`src/rcp_pkg.sv`:
```
/*
  shared constants and types for the remote command processor:
  register offsets, character codes, status bit positions, timing.
  assumes a 50 MHz system clock and byte-addressed 32-bit registers.
*/
package rcp_pkg;
  // timing
  localparam int CLK_NS = 20;
  localparam int SETTLE_NS = 1000; // hardware settling time after an apply
  localparam int SETTLE_CYC = (SETTLE_NS + CLK_NS - 1) / CLK_NS;
  // register byte offsets
  localparam logic [7:0] A_CTRL = 8'h00;
  localparam logic [7:0] A_IN = 8'h04;
  localparam logic [7:0] A_OUT = 8'h08;
  localparam logic [7:0] A_ERRQ = 8'h0c;
  localparam logic [7:0] A_STB = 8'h10;
  localparam logic [7:0] A_SRE = 8'h14;
  localparam logic [7:0] A_ESR = 8'h18;
  localparam logic [7:0] A_ESE = 8'h1c;
  localparam logic [7:0] A_PRE = 8'h20;
  localparam logic [7:0] A_HWSET = 8'h24;
  // control register bits (write pulses)
  localparam int CTRL_DCL = 0;
  localparam int CTRL_TALK = 1;
  // character codes of the command stream
  localparam logic [7:0] CH_TERM = 8'h0a;
  localparam logic [7:0] CH_SEP = 8'h3b;
  localparam logic [7:0] OP_SETA = 8'h41;
  localparam logic [7:0] OP_SETB = 8'h42;
  localparam logic [7:0] OP_GET = 8'h47;
  localparam logic [7:0] OP_OPC = 8'h4f;
  localparam logic [7:0] OP_OPCQ = 8'h51;
  localparam logic [7:0] OP_WAI = 8'h57;
  localparam logic [7:0] CH_ONE = 8'h31;
  // parameter range and mutual compatibility limits
  localparam logic [7:0] PAR_MAX = 8'hc8;
  localparam logic [8:0] SUM_MAX = 9'h12c;
  localparam logic [7:0] HW_A_RST = 8'h00;
  localparam logic [7:0] HW_B_RST = 8'h00;
  // error queue codes
  localparam logic [7:0] ERR_SYN = 8'h01;
  localparam logic [7:0] ERR_RNG = 8'h02;
  localparam logic [7:0] ERR_EXE = 8'h03;
  localparam logic [7:0] ERR_QRY = 8'h04;
  // event status bit positions
  localparam int ESR_OPC = 0;
  localparam int ESR_QRY = 2;
  localparam int ESR_RNG = 3;
  localparam int ESR_EXE = 4;
  localparam int ESR_SYN = 5;
  // status byte bit positions
  localparam int STB_EAV = 2;
  localparam int STB_MAV = 4;
  localparam int STB_ESB = 5;
  localparam int STB_MSS = 6;
  // latched ahb address phase
  typedef struct packed {
    logic act;
    logic wr;
    logic [7:0] addr;
  } rcp_aph_t;
  typedef enum logic [1:0] {R_OP, R_VAL, R_SKIP, R_HOLD} rcp_st_t;
endpackage

```
`src/rcp_top.sv`:
```
/*
  remote command processor: input buffer, recognizer, data set with
  deferred hardware apply, synchronisation, output buffer, error queue
  and the top of the status hierarchy, all behind an ahb-lite slave.
  assumes a single ahb master, single word transfers, power-of-two depths.
*/
// The placing of the registers and the AHB-Lite slave port are this design's own decisions.
`timescale 1ns/1ps
// Notes on behaviour
// RL1: release buffered characters on full, terminator, clear
// RL2: full buffer stalls bus until drained; code stalls only until the recognizer takes one character
// RL3: keep accepting characters after a terminator
// RL4: device clear empties buffer, resets recognizer
// RL5: strict arrival order; trigger waits earlier commands
// RL6: recognized settings go to data set only
// RL7: syntax error reported, skip to next command
// RL8: out-of-range values rejected after syntax check
// RL9: end of line requests apply, parsing continues
// RL10: hardware changes only on apply request
// RL11: incompatible settings: error, discard, keep hardware
// RL12: no error for mid-line inconsistent settings
// RL13: controller sends consistent complete lines
// RL14: talk with nothing pending gives query error
// RL15: operation complete sets event bit when idle
// RL16: opc query waits, then returns one
// RL17: wait command blocks until prior commands done
// RL18: controller uses separate lines or sync commands
// RL19: every error enters a readable error queue; code queues one error per cycle and drops new errors when full
// RL20: status byte summarises masked event status
// RL21: individual status flag masked by poll enable
// RL22: output buffer occupancy drives message available
// RL23: status bit 4 set while message readable
// RL24: service request on enabled rising status bit
// RL25: service request enable bit 6 ignored
// RL26: individual flag ors all enabled bits, 6 included
// RL27: one byte per write, order preserved
module rcp_top import rcp_pkg::*; #(
  parameter int IBUF_DEPTH = 8,
  parameter int OBUF_DEPTH = 4,
  parameter int EQ_DEPTH = 4
)(
  // clock and reset
  input wire logic clk_in,
  input wire logic rst_in,
  // ahb-lite slave
  input wire logic hsel_in,
  input wire logic [31:0] haddr_in,
  input wire logic [1:0] htrans_in,
  input wire logic hwrite_in,
  input wire logic [2:0] hsize_in,
  input wire logic [31:0] hwdata_in,
  input wire logic hready_in,
  output logic [31:0] hrdata_out,
  output logic hreadyout_out,
  output logic hresp_out,
  // instrument hardware
  output logic [7:0] hw_a_out,
  output logic [7:0] hw_b_out,
  output logic hw_busy_out,
  output logic trig_out,
  // status summary lines
  output logic srq_out,
  output logic ist_out
);
  localparam int IBW = $clog2(IBUF_DEPTH);
  localparam int IBC = $clog2(IBUF_DEPTH + 1);
  localparam int OBW = $clog2(OBUF_DEPTH);
  localparam int OBC = $clog2(OBUF_DEPTH + 1);
  localparam int EQW = $clog2(EQ_DEPTH);
  localparam int EQC = $clog2(EQ_DEPTH + 1);
  localparam int STW = $clog2(SETTLE_CYC + 1);

  rcp_aph_t dp_q;
  logic ap_ok, rd_ev, wr_fire, dcl_ev, talk_ev;
  logic [7:0] ra;
  logic [31:0] hrdata_q;
  logic [7:0] ib_mem [IBUF_DEPTH];
  logic [IBW-1:0] ib_wp_q, ib_rp_q;
  logic [IBC-1:0] ib_cnt_q, ib_rel_q;
  logic ib_push, ib_full, avail;
  logic [7:0] ch;
  rcp_st_t st_q;
  logic sel_b_q, qry_q, rec_take, syn_err, rng_err, set_ev, term_ev, get_ev, opc_ev;
  logic hw_idle, qry_done, opc_pend_q, opc_fire;
  logic [7:0] sh_a_q, sh_b_q, hw_a_q, hw_b_q;
  logic ap_pend_q, ap_start, compat, exe_err, qry_err;
  logic [STW-1:0] settle_q;
  logic [7:0] ob_mem [OBUF_DEPTH];
  logic [OBW-1:0] ob_wp_q, ob_rp_q;
  logic [OBC-1:0] ob_cnt_q;
  logic ob_pop, ob_empty, ob_full;
  logic [7:0] eq_mem [EQ_DEPTH];
  logic [EQW-1:0] eq_wp_q, eq_rp_q;
  logic [EQC-1:0] eq_cnt_q;
  logic eq_pop, eq_push, eq_empty;
  logic [7:0] eq_code;
  logic [7:0] esr_q, ese_q, sre_q, pre_q, stb_lo, stb, stb_prev_q, esr_set;
  logic stb_rd, esr_rd, mss, srq_q, trig_q;

  // address phase capture; reads act here so data leaves a flip-flop
  assign ap_ok = hsel_in & htrans_in[1] & hready_in;
  assign rd_ev = ap_ok & ~hwrite_in;
  assign ra = haddr_in[7:0];
  always_ff @(posedge clk_in) begin
    if (rst_in) begin
      dp_q <= '0;
    end else if (hready_in) begin
      dp_q <= '{act: ap_ok, wr: hwrite_in, addr: haddr_in[7:0]};
    end
  end
  // a character write waits in its data phase while the buffer is full
  assign hreadyout_out = !(dp_q.act & dp_q.wr & (dp_q.addr == A_IN) & ib_full); // RL2
  assign hresp_out = 1'b0;
  assign wr_fire = dp_q.act & dp_q.wr & hreadyout_out;
  assign dcl_ev = wr_fire & (dp_q.addr == A_CTRL) & hwdata_in[CTRL_DCL];
  assign talk_ev = wr_fire & (dp_q.addr == A_CTRL) & hwdata_in[CTRL_TALK];
  assign ob_pop = rd_ev & (ra == A_OUT) & !ob_empty;
  assign eq_pop = rd_ev & (ra == A_ERRQ) & !eq_empty;
  assign stb_rd = rd_ev & (ra == A_STB);
  assign esr_rd = rd_ev & (ra == A_ESR);

  // read data register; unmapped offsets read zero
  always_ff @(posedge clk_in) begin
    if (rst_in) begin
      hrdata_q <= '0;
    end else if (rd_ev) begin
      unique case (ra)
        A_CTRL: hrdata_q <= 32'({st_q == R_HOLD, ap_pend_q, hw_busy_out});
        A_IN: hrdata_q <= 32'(ib_cnt_q);
        A_OUT: hrdata_q <= ob_empty ? 32'h0 : 32'({1'b1, ob_mem[ob_rp_q]}); // an empty buffer never shows stale memory
        A_ERRQ: hrdata_q <= eq_empty ? 32'h0 : 32'(eq_mem[eq_rp_q]); // RL19
        A_STB: hrdata_q <= 32'(stb);
        A_SRE: hrdata_q <= 32'(sre_q);
        A_ESR: hrdata_q <= 32'(esr_q);
        A_ESE: hrdata_q <= 32'(ese_q);
        A_PRE: hrdata_q <= 32'(pre_q);
        A_HWSET: hrdata_q <= 32'({hw_b_q, hw_a_q});
        default: hrdata_q <= 32'h0;
      endcase
    end
  end
  assign hrdata_out = hrdata_q;

  // mask registers
  always_ff @(posedge clk_in) begin
    if (rst_in) begin
      sre_q <= '0;
      ese_q <= '0;
      pre_q <= '0;
    end else if (wr_fire) begin
      if (dp_q.addr == A_SRE) sre_q <= hwdata_in[7:0];
      if (dp_q.addr == A_ESE) ese_q <= hwdata_in[7:0];
      if (dp_q.addr == A_PRE) pre_q <= hwdata_in[7:0];
    end
  end

  // input buffer: one byte per write, released for recognition in order
  assign ib_push = wr_fire & (dp_q.addr == A_IN); // RL27
  assign ib_full = ib_cnt_q == IBC'(IBUF_DEPTH);
  assign avail = ib_rel_q != '0;
  assign ch = ib_mem[ib_rp_q];
  always_ff @(posedge clk_in) begin
    if (ib_push) ib_mem[ib_wp_q] <= hwdata_in[7:0];
  end
  always_ff @(posedge clk_in) begin
    if (rst_in || dcl_ev) begin // RL4
      ib_wp_q <= '0;
      ib_rp_q <= '0;
      ib_cnt_q <= '0;
      ib_rel_q <= '0;
    end else begin
      ib_wp_q <= ib_wp_q + IBW'(ib_push); // RL3
      ib_rp_q <= ib_rp_q + IBW'(rec_take); // RL5
      ib_cnt_q <= ib_cnt_q + IBC'(ib_push) - IBC'(rec_take);
      // a terminator or a filling write releases everything held
      if (ib_push && (hwdata_in[7:0] == CH_TERM || ib_cnt_q == IBC'(IBUF_DEPTH - 1))) begin // RL1
        ib_rel_q <= ib_cnt_q + 1'b1 - IBC'(rec_take);
      end else begin
        ib_rel_q <= ib_rel_q - IBC'(rec_take);
      end
    end
  end

  // recognizer decode; settings freeze while an apply is still queued
  assign hw_idle = !hw_busy_out && !ap_pend_q;
  always_comb begin
    rec_take = 1'b0;
    syn_err = 1'b0;
    rng_err = 1'b0;
    set_ev = 1'b0;
    term_ev = 1'b0;
    get_ev = 1'b0;
    opc_ev = 1'b0;
    unique case (st_q)
      R_OP: begin
        if (avail) begin
          if (ch == CH_TERM) begin
            rec_take = !ap_pend_q;
            term_ev = !ap_pend_q; // RL9
          end else if (ch == OP_GET) begin
            rec_take = hw_idle; // RL5
            get_ev = hw_idle;
          end else if (ch == OP_OPC) begin
            rec_take = 1'b1;
            opc_ev = 1'b1;
          end else if (ch == CH_SEP || ch == OP_SETA || ch == OP_SETB || ch == OP_WAI || ch == OP_OPCQ) begin
            rec_take = 1'b1;
          end else begin
            rec_take = 1'b1;
            syn_err = 1'b1; // RL7
          end
        end
      end
      R_VAL: begin
        if (avail && !ap_pend_q) begin
          rec_take = 1'b1;
          rng_err = ch > PAR_MAX; // RL8
          set_ev = ch <= PAR_MAX; // RL6
        end
      end
      R_SKIP: rec_take = avail && ch != CH_TERM;
      R_HOLD: rec_take = 1'b0; // RL17
    endcase
  end
  assign qry_done = st_q == R_HOLD && qry_q && hw_idle && !ob_full; // RL16

  // recognizer state; device clear overrides everything
  always_ff @(posedge clk_in) begin
    if (rst_in || dcl_ev) begin
      st_q <= R_OP;
      sel_b_q <= 1'b0;
      qry_q <= 1'b0;
    end else begin
      unique case (st_q)
        R_OP: begin
          if (rec_take && (ch == OP_SETA || ch == OP_SETB)) begin
            st_q <= R_VAL;
            sel_b_q <= ch == OP_SETB;
          end else if (rec_take && (ch == OP_WAI || ch == OP_OPCQ)) begin
            st_q <= R_HOLD;
            qry_q <= ch == OP_OPCQ;
          end else if (syn_err) begin
            st_q <= R_SKIP; // RL7
          end
        end
        R_VAL: if (rec_take) st_q <= R_OP;
        R_SKIP: if (avail && (ch == CH_SEP || ch == CH_TERM)) st_q <= R_OP;
        R_HOLD: if (hw_idle && (!qry_q || !ob_full)) st_q <= R_OP; // RL17
      endcase
    end
  end

  // data set: new values wait here until the end of the line
  assign compat = ({1'b0, sh_a_q} + {1'b0, sh_b_q}) <= SUM_MAX; // RL12
  assign ap_start = ap_pend_q && !hw_busy_out;
  assign exe_err = ap_start && !compat; // RL11
  always_ff @(posedge clk_in) begin
    if (rst_in) begin
      sh_a_q <= HW_A_RST;
      sh_b_q <= HW_B_RST;
    end else if (exe_err) begin
      sh_a_q <= hw_a_q; // RL11
      sh_b_q <= hw_b_q;
    end else if (set_ev) begin
      if (sel_b_q) sh_b_q <= ch;
      else sh_a_q <= ch;
    end
  end
  // apply request: one may be queued behind a settling hardware update
  always_ff @(posedge clk_in) begin
    if (rst_in) ap_pend_q <= 1'b0;
    else ap_pend_q <= term_ev | dcl_ev | (ap_pend_q & !ap_start); // RL9
  end
  // hardware registers change only on an accepted apply
  always_ff @(posedge clk_in) begin
    if (rst_in) begin
      hw_a_q <= HW_A_RST;
      hw_b_q <= HW_B_RST;
      settle_q <= '0;
    end else if (ap_start) begin
      if (compat) begin
        hw_a_q <= sh_a_q; // RL10
        hw_b_q <= sh_b_q;
        settle_q <= STW'(SETTLE_CYC);
      end
    end else if (settle_q != '0) begin
      settle_q <= settle_q - 1'b1;
    end
  end
  assign hw_a_out = hw_a_q;
  assign hw_b_out = hw_b_q;
  assign hw_busy_out = settle_q != '0;

  // trigger pulse and pending operation complete
  always_ff @(posedge clk_in) begin
    if (rst_in) begin
      trig_q <= 1'b0;
      opc_pend_q <= 1'b0;
    end else begin
      trig_q <= get_ev;
      opc_pend_q <= !dcl_ev && (opc_ev || (opc_pend_q && !opc_fire));
    end
  end
  assign opc_fire = opc_pend_q && hw_idle; // RL15
  assign trig_out = trig_q;

  // output buffer; contents read through the out register
  assign ob_empty = ob_cnt_q == '0;
  assign ob_full = ob_cnt_q == OBC'(OBUF_DEPTH);
  always_ff @(posedge clk_in) begin
    if (qry_done) ob_mem[ob_wp_q] <= CH_ONE; // RL16
  end
  always_ff @(posedge clk_in) begin
    if (rst_in || dcl_ev) begin
      ob_wp_q <= '0;
      ob_rp_q <= '0;
      ob_cnt_q <= '0;
    end else begin
      ob_wp_q <= ob_wp_q + OBW'(qry_done);
      ob_rp_q <= ob_rp_q + OBW'(ob_pop);
      ob_cnt_q <= ob_cnt_q + OBC'(qry_done) - OBC'(ob_pop);
    end
  end
  // talker addressed with nothing to say: error, bus stays silent
  assign qry_err = talk_ev && ob_empty && !(st_q == R_HOLD && qry_q); // RL14

  // error queue: one entry per cycle, new errors dropped when full
  always_comb begin
    eq_code = ERR_RNG;
    if (exe_err) eq_code = ERR_EXE;
    else if (qry_err) eq_code = ERR_QRY;
    else if (syn_err) eq_code = ERR_SYN;
  end
  assign eq_empty = eq_cnt_q == '0;
  assign eq_push = (exe_err | qry_err | syn_err | rng_err) && eq_cnt_q != EQC'(EQ_DEPTH); // RL19
  always_ff @(posedge clk_in) begin
    if (eq_push) eq_mem[eq_wp_q] <= eq_code;
  end
  always_ff @(posedge clk_in) begin
    if (rst_in) begin
      eq_wp_q <= '0;
      eq_rp_q <= '0;
      eq_cnt_q <= '0;
    end else begin
      eq_wp_q <= eq_wp_q + EQW'(eq_push);
      eq_rp_q <= eq_rp_q + EQW'(eq_pop);
      eq_cnt_q <= eq_cnt_q + EQC'(eq_push) - EQC'(eq_pop);
    end
  end

  // event status: read clears, a new event in that cycle survives
  always_comb begin
    esr_set = '0;
    esr_set[ESR_OPC] = opc_fire | qry_done; // RL15
    esr_set[ESR_QRY] = qry_err;
    esr_set[ESR_RNG] = rng_err;
    esr_set[ESR_EXE] = exe_err;
    esr_set[ESR_SYN] = syn_err;
  end
  always_ff @(posedge clk_in) begin
    if (rst_in) esr_q <= '0;
    else esr_q <= (esr_rd ? 8'h00 : esr_q) | esr_set;
  end

  // status byte; the summary bit never feeds its own mask
  always_comb begin
    stb_lo = '0;
    stb_lo[STB_EAV] = !eq_empty;
    stb_lo[STB_MAV] = !ob_empty; // RL22 RL23
    stb_lo[STB_ESB] = |(esr_q & ese_q); // RL20
  end
  assign mss = |(stb_lo & sre_q); // RL25
  assign stb = stb_lo | (8'(mss) << STB_MSS);
  assign ist_out = |(stb & pre_q); // RL21 RL26
  // service request latches on an enabled rising bit until polled
  always_ff @(posedge clk_in) begin
    if (rst_in) begin
      stb_prev_q <= '0;
      srq_q <= 1'b0;
    end else begin
      stb_prev_q <= stb_lo;
      srq_q <= (|(stb_lo & ~stb_prev_q & sre_q)) | (srq_q & !stb_rd); // RL24
    end
  end
  assign srq_out = srq_q;

  a_full_stall: assert property (@(posedge clk_in) disable iff (rst_in) // RL2
    ib_full |=> ib_cnt_q <= IBC'(IBUF_DEPTH))
    else $error("character write accepted into a full buffer");
  a_term_release: assert property (@(posedge clk_in) disable iff (rst_in) // RL1
    (ib_push && hwdata_in[7:0] == CH_TERM && !dcl_ev) |=> ib_rel_q == ib_cnt_q)
    else $error("terminator did not release buffered characters");
  a_dcl_flush: assert property (@(posedge clk_in) disable iff (rst_in) // RL4
    dcl_ev |=> ib_cnt_q == '0 && st_q == R_OP && ap_pend_q)
    else $error("device clear left buffer or recognizer busy");
  a_hw_only_apply: assert property (@(posedge clk_in) disable iff (rst_in) // RL10
    !$past(ap_start) |-> $stable(hw_a_q) && $stable(hw_b_q))
    else $error("hardware changed without an apply");
  a_exe_discard: assert property (@(posedge clk_in) disable iff (rst_in) // RL11
    exe_err |=> $stable(hw_a_q) && sh_a_q == hw_a_q && sh_b_q == hw_b_q && esr_q[ESR_EXE])
    else $error("incompatible apply not discarded");
  a_wai_block: assert property (@(posedge clk_in) disable iff (rst_in) // RL17
    (st_q == R_HOLD && !hw_idle) |-> !rec_take ##1 st_q == R_HOLD)
    else $error("recognizer ran on before prior commands finished");
  a_opcq_answer: assert property (@(posedge clk_in) disable iff (rst_in || dcl_ev) // RL16
    qry_done |=> esr_q[ESR_OPC] && stb[STB_MAV] && st_q == R_OP)
    else $error("opc query answer missing");
  a_range_reject: assert property (@(posedge clk_in) disable iff (rst_in) // RL8
    (st_q == R_VAL && rec_take && ch > PAR_MAX) |=> $stable(sh_a_q) && $stable(sh_b_q) && esr_q[ESR_RNG])
    else $error("out of range value reached the data set");
  a_srq_rise: assert property (@(posedge clk_in) disable iff (rst_in) // RL24
    (|(stb_lo & ~stb_prev_q & sre_q)) |=> srq_out)
    else $error("enabled rising status bit gave no service request");
  a_query_err: assert property (@(posedge clk_in) disable iff (rst_in) // RL14
    (talk_ev && ob_empty && st_q != R_HOLD) |=> esr_q[ESR_QRY] && ob_empty)
    else $error("empty talk did not report a query error");
  a_in_order: assert property (@(posedge clk_in) disable iff (rst_in || dcl_ev) // RL27
    rec_take |=> ib_rp_q == $past(ib_rp_q) + 1'b1)
    else $error("characters consumed out of order");
endmodule

```
`config.mk`:
```
export PLATFORM = sky130hd
export DESIGN_NAME = rcp_top
export DESIGN_NICKNAME = d
export VERILOG_FILES = /design/src/rcp_pkg.sv /design/src/rcp_top.sv
export SDC_FILE = /design/constraint.sdc
export NUM_CORES = 1
export LEC_CHECK = 0
export BUFFER_PORTS_ARGS = -buffer_cell sky130_fd_sc_hd__clkbuf_2
export CAP_MARGIN = 20
export CORE_AREA = 4 4 131 133
export CTS_BUF_LIST = sky130_fd_sc_hd__clkbuf_4 sky130_fd_sc_hd__clkbuf_8 sky130_fd_sc_hd__clkbuf_16
export DETAILED_ROUTE_END_ITERATION = 7
export DIE_AREA = 0 0 135 137
export GPL_TIMING_DRIVEN = 0
export HOLD_SLACK_MARGIN = 0.15
export PLACE_DENSITY = 0.85
export SLEW_MARGIN = 20
export SYNTH_ARGS = -nofsm -noshare
export SYNTH_HDL_FRONTEND = slang
export SYNTH_SLANG_ARGS = --single-unit
```
`constraint.sdc`:
```
create_clock -name clk_in -period 6.3 [get_ports clk_in]
set_input_delay 0.63 -clock clk_in [delete_from_list [all_inputs] [get_ports clk_in]]
set_output_delay 0.63 -clock clk_in [all_outputs]
set_load 0.005 [all_outputs]
```
==> results of run 1 <==
## final timing paths
check                                    from  slack [ns]                           to  cells past startpoint
hold / removal                    haddr_in[6]        0.40         dp_q[6]$_SDFFE_PP0P_                      3
setup / recovery       sh_a_q[0]$_SDFFE_PP0P_        2.00       eq_cnt_q[2]$_SDFF_PP0_                     15
setup reg to reg       sh_a_q[0]$_SDFFE_PP0P_        2.00       eq_cnt_q[2]$_SDFF_PP0_                     15
hold reg to reg   hrdata_out[10]$_SDFFE_PP0P_        0.45  hrdata_out[10]$_SDFFE_PP0P_                      2
## metrics by stage
stage,util [%],setup slack (ns),instance area [um^2],std cells
finish,71.3,2.00,11300,1250
global route,71.3,1.73,11300,1250
CTS,71.3,2.09,11300,1250
detailed placement,66.8,2.10,10600,1210
global placement,66.6,2.19,10500,1208
floorplan,-,2.70,9990,935
## worst max-delay path, stage by stage (launching register included)
cell,delay (ns)
dfxtp_1,0.34
ha_1,0.25
fa_1,0.45
a211oi_1,0.39
o211ai_1,0.18
a41oi_1,0.23
mux2i_1,0.10
a22oi_1,0.35
nand3_1,0.34
a41o_1,0.39
ha_1,0.32
inv_1,0.04
ha_1,0.18
fa_1,0.38
xnor2_1,0.17
nor2_1,0.05
## cells by family (layout without fill, tap and decap cells)
family | count (synthesis) | count (layout) | synth area share [%]
DFF | 204 | 204 | 48.8
xor gates and xnor gates | 25 | 25 | 2.21
other | 1 | 17 | 0.0378
adders and majority gates | 34 | 34 | 4.59
muxes | 122 | 122 | 14.8
AOI/OAI and AO/OA | 127 | 127 | 9.34
and+or+nand+nor | 325 | 325 | 16.1
buffers and inverters | 81 | 180 | 4.16
## area by class of cell
cell class	instances	area [um^2]
multi-input cells	650	4750
flip-flops and latches	204	4840
clock inverters	12	82.6
well taps	216	270
repair buffers	59	300
inverters	28	105
plain buffers	53	308
clock buffers	28	632
fillers	1088	4540
## power by group
group	switching (mW)	leakage, nW	internal [mW]
logic	0.585	2.46	0.410
clock network	0.528	0.360	0.749
registers	0.0807	1.72	1.48
total	1.19	4.54	2.64
## state kept, by name (all words and copies together), names as in the netlist, 2 cells and up
name / count
dp_q: 10
st_q: 2
eq_rp_q: 2
ob_cnt_q: 3
sh_a_q: 8
settle_q: 6
stb_prev_q: 3
sh_b_q: 8
ese_q: 8
ib_rp_q: 3
eq_wp_q: 2
hw_a_out: 8
ib_wp_q: 3
pre_q: 8
ib_cnt_q: 4
eq_mem: 12
eq_cnt_q: 3
ib_mem: 64
sre_q: 8
hw_b_out: 8
esr_q: 5
hrdata_out: 16
ib_rel_q: 4
## routing by layer
layer,vias up,global-route usage (%),share of wire [%]
li1,3562,-,-
met1,3725,37.8,41
met2,431,43.6,46
met3,94,5.40,9.2
met4,0,9.97,3.3
met5,-,0,0
## cell usage in the layout (no fill, tap or decap), types with 6 or more instances in the layout
cell and count:
nor3_1 17, xnor2_1 11, ha_1 30, nor2_1 125
mux4_2 13, o21ai_1 6, dfxtp_1 128, nand4_1 10
mux2i_1 85, nor2b_1 10, mux2_2 12, mux2_1 7
a211oi_1 12, clkbuf_1 21, nand2b_1 10, and2_1 8
edfxtp_1 76, buf_4 23, a22o_1 6, a21oi_1 28
a21o_1 6, clkbuf_2 58, a22oi_1 24, clkbuf_16 23
nand2_1 63, nand3_1 30, conb_1 17, inv_1 27
or3_1 8, a221oi_1 6, xor2_1 14
==> reports/metrics.cfg, run 1 <==
[yosys]
synth_edf_count = 76
syn_avg_cell_area_um2 = 10.8
syn_inst = 919
synth.top_cell.area_share_pct = 25.8
seq_area_frac_synth_pct = 48.8
yosys.area.top_type = dfxtp_1
syn_area_um2 = 9930
synth_area_leaders = dfxtp_1 26%, edfxtp_1 23%, mux2i_1 8.6%, nor2_1 4.7%, ha_1 3.8%
synth-async-reset-ratio_pct = 0
synth-main-ff-cell = dfxtp_1
yosysMostFrequentCell = dfxtp_1
ys_seq_elements = 204
synth_common_cells = 128 x dfxtp_1, 125 x nor2_1, 85 x mux2i_1, 76 x edfxtp_1, 63 x nand2_1
ys.warnings.count = 0
synth_cell_types = 74

[route]
drc_errors = 0
drt_first_pass_iters = 7
drt-total-wl_um = 25500
ant_nets = 0
vias_per_cell = 6.25
wl_per_cell_um = 20.4
initialDrtViolationCount = 842
vias = 7812

[critical_path]
required_ns = 6.67
cp.arrival_ns = 4.68
path_class = reg2reg
cp-start-kind = flip-flop
path_max_fanout = 6
cp-end-kind = flip-flop

[pwr]
p_per_area_nw_per_um2 = 339
finalPower_mw = 3.83
max-vdd-ir-drop_mv = 0.246
leakagePower_nw = 4.54

[timing]
drv_slew = 0
whs_ns = 0.405
worst_pin_slew_ns = 1.00
rsz0062_at_grt = no
max_freq_mhz = 232
final.period_utilization_pct = 68.3
setup-tns-final_ns = 0
relSlewSlack_pct = 33.0
min_period_ns = 4.30
hold_viol = 0
setup_viol = 0
skew_ns = 0.0108

[die]
dieArea_um2 = 18500
initial_utilization_pct = 62.7
core_um2 = 15800
die_y_um = 137
die_x_um = 135
fp-row-count = 46
ioPinCount = 128

[worst_hold_path]
min_path_type = in2reg

[placed_design]
place.gp.congestion = 0.941
numPortBuffers = 57
hpwl_um = 18000

[layout]
antenna_cells = 0
area_growth_syn_to_layout_pct = 13.7
nets = 1126
drive_gt1_share_pct = 16.0

[run]
cap_violations = 0

[global_routing]
track_usage_pct = 27.4
antenna_found_initial = 0
grt_max_degree = 16
grt_pass1_vias = 7403
gr-total-overflow = 0
grt_pass1_wl_um = 40000

[clock_tree]
clk_pin_slew_worst_paths_ns = 0.06
clock_sinks = 204
postCtsSetupBuffers = 0
cts_resized = 0
root_buffer = clkbuf_16
cts_max_path_buffers = 3
htreeDepth = 1
cts_tree = yes
cts_made_buffers = 22
ctsHoldBuffers = 0
insertion_delay_ns = 0.51

[outcome]
status = complete, no violations

Power figures use the tool's default switching activity.
==> run 2: changes to the inputs <==
ABC_AREA = 1   (was default)
CORE_AREA = 4 4 143 145   (was 4 4 131 133)
DIE_AREA = 0 0 147 149   (was 0 0 135 137)
PLACE_DENSITY = 0.76   (was 0.85)
clock period = 3.9 ns   (was 6.3 ns; I/O delays follow)
==> reports/metrics.cfg, run 2 <==
[timing]
layout_setup_ws_ns = 0.380
min_period_ns = 3.52
setup_viol = 0
max_freq_mhz = 284
rsz0062_at_grt = no
drv_slew = 0
final.period_utilization_pct = 90.3
skew_ns = 0.0202
worst_pin_slew_ns = 1.08
relSlewSlack_pct = 27.5
whs_ns = 0.188
hold_viol = 0

[yosys]
syn_avg_cell_area_um2 = 7.94
synth_common_cells = 282 x nand2_1, 165 x inv_1, 162 x nor2_1, 128 x dfxtp_1, 81 x a21oi_1
syn_inst = 1264
yosysMostFrequentCell = nand2_1
synth-async-reset-ratio_pct = 0
synth_area_leaders = dfxtp_1 26%, edfxtp_1 23%, nand2_1 11%, inv_1 6.2%, nor2_1 6.1%
ys.warnings.count = 0
yosys.area.top_type = dfxtp_1
synth-main-ff-cell = dfxtp_1
synth_cell_types = 51
syn_area_um2 = 10000
seq_area_frac_synth_pct = 48.3
synth_edf_count = 76
ys_seq_elements = 204
synth.top_cell.area_share_pct = 25.5

[critical_path]
cpPeakStageDelay_ns = 0.36
r2r-end = eq_cnt_q[2]$_SDFF_PP0_
crit_chain = buf_2 > clkbuf_4 > nand3_1 > nand3_1 > nand2_2 > nand2_1 > nor2_1 > nand2_2 > nand2_1 > nor2_2 > nand4_4 > nand4_2 > nand2_2 > ha_1 > inv_1 > ha_1 > fa_1 > inv_1 > o21ai_0 > a21oi_1
cp_common_cell = nand2_2
required_ns = 4.34
path_max_fanout = 10
reg2reg_slack_ns = 0.38
cp-start-kind = flip-flop
slowest_stage = fa_1
crit_end = eq_cnt_q[2]$_SDFF_PP0_
startpoint = ib_rp_q[1]$_SDFF_PP0_
critical-path-top-delay-family = simple AND/OR/NAND/NOR gates
cp-end-kind = flip-flop
cp.arrival_ns = 3.96
crit_cells = 20
reg2reg_from = ib_rp_q[1]$_SDFF_PP0_
path_class = reg2reg
crit_buf_inv = 4
reg2reg_depth = 20

[clock_tree]
clock_sinks = 204
clk_pin_slew_worst_paths_ns = 0.06
insertion_delay_ns = 0.51
cts_made_buffers = 22
cts_tree = yes
cts_max_path_buffers = 3
root_buffer = clkbuf_16
postCtsSetupBuffers = 0
htreeDepth = 1

[global_routing]
grt_max_degree = 15
gr-total-overflow = 0
grt_pass1_vias = 8175
track_usage_pct = 24.5
antenna_found_initial = 0
grt_pass1_wl_um = 42800

[pwr]
p_per_area_nw_per_um2 = 583
leakagePower_nw = 5.04
max-vdd-ir-drop_mv = 0.422
finalPower_mw = 6.69

[layout]
nets = 1470
final_common_cell = nand2_1
area_growth_syn_to_layout_pct = 14.3
drive_gt1_share_pct = 13.4
largest-register = ib_mem
antenna_cells = 0
fin_util_pct = 59.7
largest_reg_flops = 64
final_cell_mix = 282 x nand2_1, 165 x inv_1, 162 x nor2_1
final_cells = 1642
fillCellCount = 1698

[outcome]
status = complete, no violations

[placed_design]
hpwl_um = 20400
numPortBuffers = 58
dpl.cell_count = 1603
dp_slack_ns = -0.00607
place.gp.congestion = 0.999

[route]
vias_per_cell = 5.33
drc_errors = 0
drt_first_pass_iters = 5
ant_nets = 0
drt-total-wl_um = 27300
initialDrtViolationCount = 868
vias = 8759
wl_per_cell_um = 16.6

[die]
die_y_um = 149
fp-row-count = 51
ioPinCount = 128
initial_utilization_pct = 52.2
die_x_um = 147
dieArea_um2 = 21900
core_um2 = 19200

[worst_hold_path]
min-delay-start = haddr_in[7]
min_path_type = in2reg

[run]
cap_violations = 0

-- run 2: worst register-to-register path: cells and delay by family (launching register included) --
kind | cells | cell delay (ns)
AO/OA/AOI/OAI | 2 | 0.22
AND/OR/NAND/NOR | 11 | 1.46
flip-flops | 1 | 0.34
buffers and inverters | 4 | 0.63
adder cells (fa/ha/maj) | 3 | 0.83
-- run 2: how the worst min path moves through the flow --
| stage | endpoint | slack, ns | depth (start not counted) |
|---|---|---|---|
| 2_1_floorplan | ese_q[7]$_SDFFE_PP0P_ | 0.42 | 2 |
| 3_3_place_gp | pre_q[1]$_SDFFE_PP0P_ | 0.45 | 2 |
| 3_5_place_dp | esr_q[3]$_SDFF_PP0_ | 0.46 | 2 |
| 4_1_cts | dp_q[8]$_SDFFE_PP0P_ | 0.18 | 3 |
| 5_1_grt | dp_q[8]$_SDFFE_PP0P_ | 0.20 | 3 |
| 6_report | dp_q[7]$_SDFFE_PP0P_ | 0.19 | 3 |
-- run 2: metrics by stage --
step | area [um^2] | TNS, ns
4_1_cts | 11500 | 0
5_1_grt | 11500 | 0
6_report | 11500 | 0
2_1_floorplan | 10100 | 0
3_3_place_gp | 10700 | -0.0420
3_5_place_dp | 10800 | -0.00607
-- run 2: layout make-up --
cell class | instances | area [um^2] | area share (%)
Clock inverter | 10 | 80.1 | 0.698
Timing Repair Buffer | 58 | 290 | 2.53
Sequential cell | 204 | 4840 | 42.2
Multi-Input combinational cell | 849 | 4340 | 37.8
Buffer | 52 | 307 | 2.67
Inverter | 175 | 657 | 5.73
Tap cell | 265 | 332 | 2.89
Clock buffer | 29 | 621 | 5.41
-- run 2: where the power goes --
part | switching [mW] | internal (mW)
combinational | 1.42 | 0.704
clock | 0.844 | 1.19
sequential | 0.125 | 2.40
-- run 2: cells by family (layout without fill, tap and decap cells) --
kind of cell / Yosys count / after routing / synth area share [%]
AO/OA/AOI/OAI: 186 / 186 / 10.2
XOR/XNOR: 16 / 16 / 1.40
adder cells (fa/ha/maj): 34 / 34 / 4.54
buffers and inverters: 227 / 324 / 9.58
flip-flops: 204 / 204 / 48.3
other: 1 / 17 / 0.0374
AND/OR/NAND/NOR: 596 / 596 / 25.9
-- run 2: metal layers --
metal | track usage [%] | vias to the layer above | part of all wire, %
li1 | - | 4264 | -
met3 | 3.19 | 52 | 8.1
met1 | 34.2 | 4104 | 43
met5 | 0 | - | 0
met4 | 6.62 | 0 | 2.2
met2 | 40.5 | 339 | 47
-- run 2: repair_timing --
item | CTS | global route
hold buffers | 0 | 0
hold endpoints to repair | 0 | 0
gates resized for setup | 0 | 2
endpoints found under the setup margin | 0 | 1
==> run 3: changes to the inputs <==
ABC_AREA = default   (was 1)
CORE_AREA = 2 2 140 142   (was 4 4 143 145)
DIE_AREA = 0 0 142 144   (was 0 0 147 149)
==> reports/metrics.cfg, run 3 (same netlist as run 1, synthesis figures left out) <==
[timing]
rsz0062_at_grt = no
setup_viol = 0
worst_pin_slew_ns = 0.889
drv_slew = 0
hold_viol = 0
relSlewSlack_pct = 40.5
min_period_ns = 3.72
final.period_utilization_pct = 95.3
max_freq_mhz = 269
skew_ns = 0.0194

[critical_path]
cp-start-kind = flip-flop
required_ns = 4.26
path_max_fanout = 4
cpPeakStageDelay_ns = 0.56
cp-end-kind = flip-flop
cp.arrival_ns = 4.08
reg2reg_from = sh_b_q[0]$_SDFFE_PP0P_
path_class = reg2reg
crit_chain = ha_4 > fa_2 > a211oi_2 > or4b_1 > a41oi_1 > mux2i_1 > a22oi_2 > nand3_4 > a41o_4 > ha_1 > inv_1 > ha_1 > fa_1 > xnor2_1 > nor2_1
cp_common_cell = ha_1
slowest_stage = or4b_1
reg2reg_slack_ns = 0.18
startpoint = sh_b_q[0]$_SDFFE_PP0P_

[global_routing]
grt_pass1_vias = 7139
gr-total-overflow = 0
antenna_found_initial = 0
grtUsageMet2_pct = 39.3
grt_use_met1_pct = 33.7
met3_usage_pct = 3.64
grt_pass1_wl_um = 39000
grt_busiest_layer = met2
track_usage_pct = 24.4
grt_max_degree = 17

[die]
die_x_um = 142
die_y_um = 144
dieArea_um2 = 20400
core_um2 = 19100
initial_utilization_pct = 52.0
fp-row-count = 51
ioPinCount = 128

[pwr]
p_per_area_nw_per_um2 = 546
seq_power_share_pct = 40.0
sw_frac_of_total_pct = 30.7
finalPower_mw = 6.29
switchingPower_mw = 1.93
combPwrFrac_pct = 27.4
p_int_mw = 4.36
max-vdd-ir-drop_mv = 0.324
leakagePower_nw = 4.60
clkPwrFrac_pct = 32.6

[layout]
area_growth_syn_to_layout_pct = 16.0
nets = 1137
drive_gt1_share_pct = 19.1
fillCellCount = 1544
largest-register = ib_mem
largest_reg_flops = 64
final_cell_mix = 125 x nor2_1, 125 x dfxtp_1, 82 x mux2i_1
final_cells = 1281
antenna_cells = 0

[route]
drc_errors = 0
vias_per_cell = 5.98
wl_per_cell_um = 19.6
drt-total-wl_um = 25200
ant_nets = 0
initialDrtViolationCount = 656
vias = 7665
drt_first_pass_iters = 5

[run]
cap_violations = 0

[clock_tree]
cts_made_buffers = 21
cts_tree = yes
clock_sinks = 204
cts_max_path_buffers = 3
ctsHoldBuffers = 0
insertion_delay_ns = 0.50
htreeDepth = 1
root_buffer = clkbuf_16
clk_pin_slew_worst_paths_ns = 0.06

[placed_design]
place.gp.congestion = 0.920
dpl.cell_count = 1232
hpwl_um = 18500
numPortBuffers = 57

[worst_hold_path]
min-delay-start = htrans_in[1]
min_path_type = in2reg

[outcome]
status = complete, no violations

run 3: changes by cell type in the layout (fill, tap and decap cells not counted), sizes merged, moves of 11 or more:
cell / delta
mux2i: +85
buf: +11
a21oi: -54
nor2: -47
inv: -144
o21ai: -57
mux2: +21
nand3: -45
mux4: +16
nand2: -238
a22oi: +21
run 3: final timing paths:
check / depth (start not counted) / to
setup / recovery: 15 / eq_cnt_q[2]$_SDFF_PP0_
hold / removal: 3 / dp_q[9]$_SDFFE_PP0P_
setup reg to reg: 15 / eq_cnt_q[2]$_SDFF_PP0_
hold reg to reg: 2 / hrdata_out[9]$_SDFFE_PP0P_
run 3: through the flow:
stage | util (%) | setup TNS (ns) | hold slack (ns) | setup WS (ns) | cell area [um^2]
3_5_place_dp | 55.6 | -1.56 | 0.448 | -0.324 | 10600
6_report | 60.3 | 0 | 0.161 | 0.182 | 11500
5_1_grt | 60.3 | 0 | 0.171 | 0.0203 | 11500
3_3_place_gp | 55.4 | -0.876 | 0.441 | -0.222 | 10600
4_1_cts | 59.6 | 0 | 0.155 | 0.000360 | 11400
2_1_floorplan | - | 0 | 0.445 | 0.298 | 9990
run 3: worst max-delay path, delay by kind of cell, from the launching register on:
family / cells / cell delay [ns]
adders and majority gates: 5 / 1.24
AOI/OAI and AO/OA: 4 / 0.94
and+or+nand+nor: 3 / 0.74
DFF: 1 / 0.38
xor gates and xnor gates: 1 / 0.16
muxes: 1 / 0.11
buffers and inverters: 1 / 0.04
run 3: final cells by class:
| cell class | instances | area (um^2) | share of cell area [%] |
|---|---|---|---|
| clock buffer | 28 | 597 | 5.18 |
| clock inverter | 9 | 111 | 0.967 |
| buffer | 52 | 310 | 2.70 |
| multi-input combinational | 650 | 4850 | 42.1 |
| inverter | 28 | 105 | 0.913 |
| timing repair buffer | 72 | 398 | 3.46 |
| sequential | 204 | 4850 | 42.1 |
| tap | 238 | 298 | 2.59 |
run 3: timing repair:
action | in CTS | in global routing
hold endpoints to repair | 0 | 0
endpoints found under the setup margin | 8 | 6
resized for setup | 12 | 16
buffers inserted | 1 | 12
cloned | 0 | 0
pin swaps | 1 | 8
run 3: layer usage:
metal  routed length, um  share of wire [%]
met5                   0                  0
met4                 821                3.3
met3                1900                7.6
met2               11800                 47
met1               10600                 42
run 3: power groups by stage:
stage | Combinational [mW] | Clock, mW | Sequential, mW
final | 1.72 | 2.05 | 2.52
after global routing | 1.91 | 2.15 | 2.53
after CTS | 1.63 | 2.07 | 2.51
after detailed placement | 1.57 | 0 | 2.55
after global placement | 1.51 | 0 | 2.54
after floorplan | 1.16 | 0 | 2.51
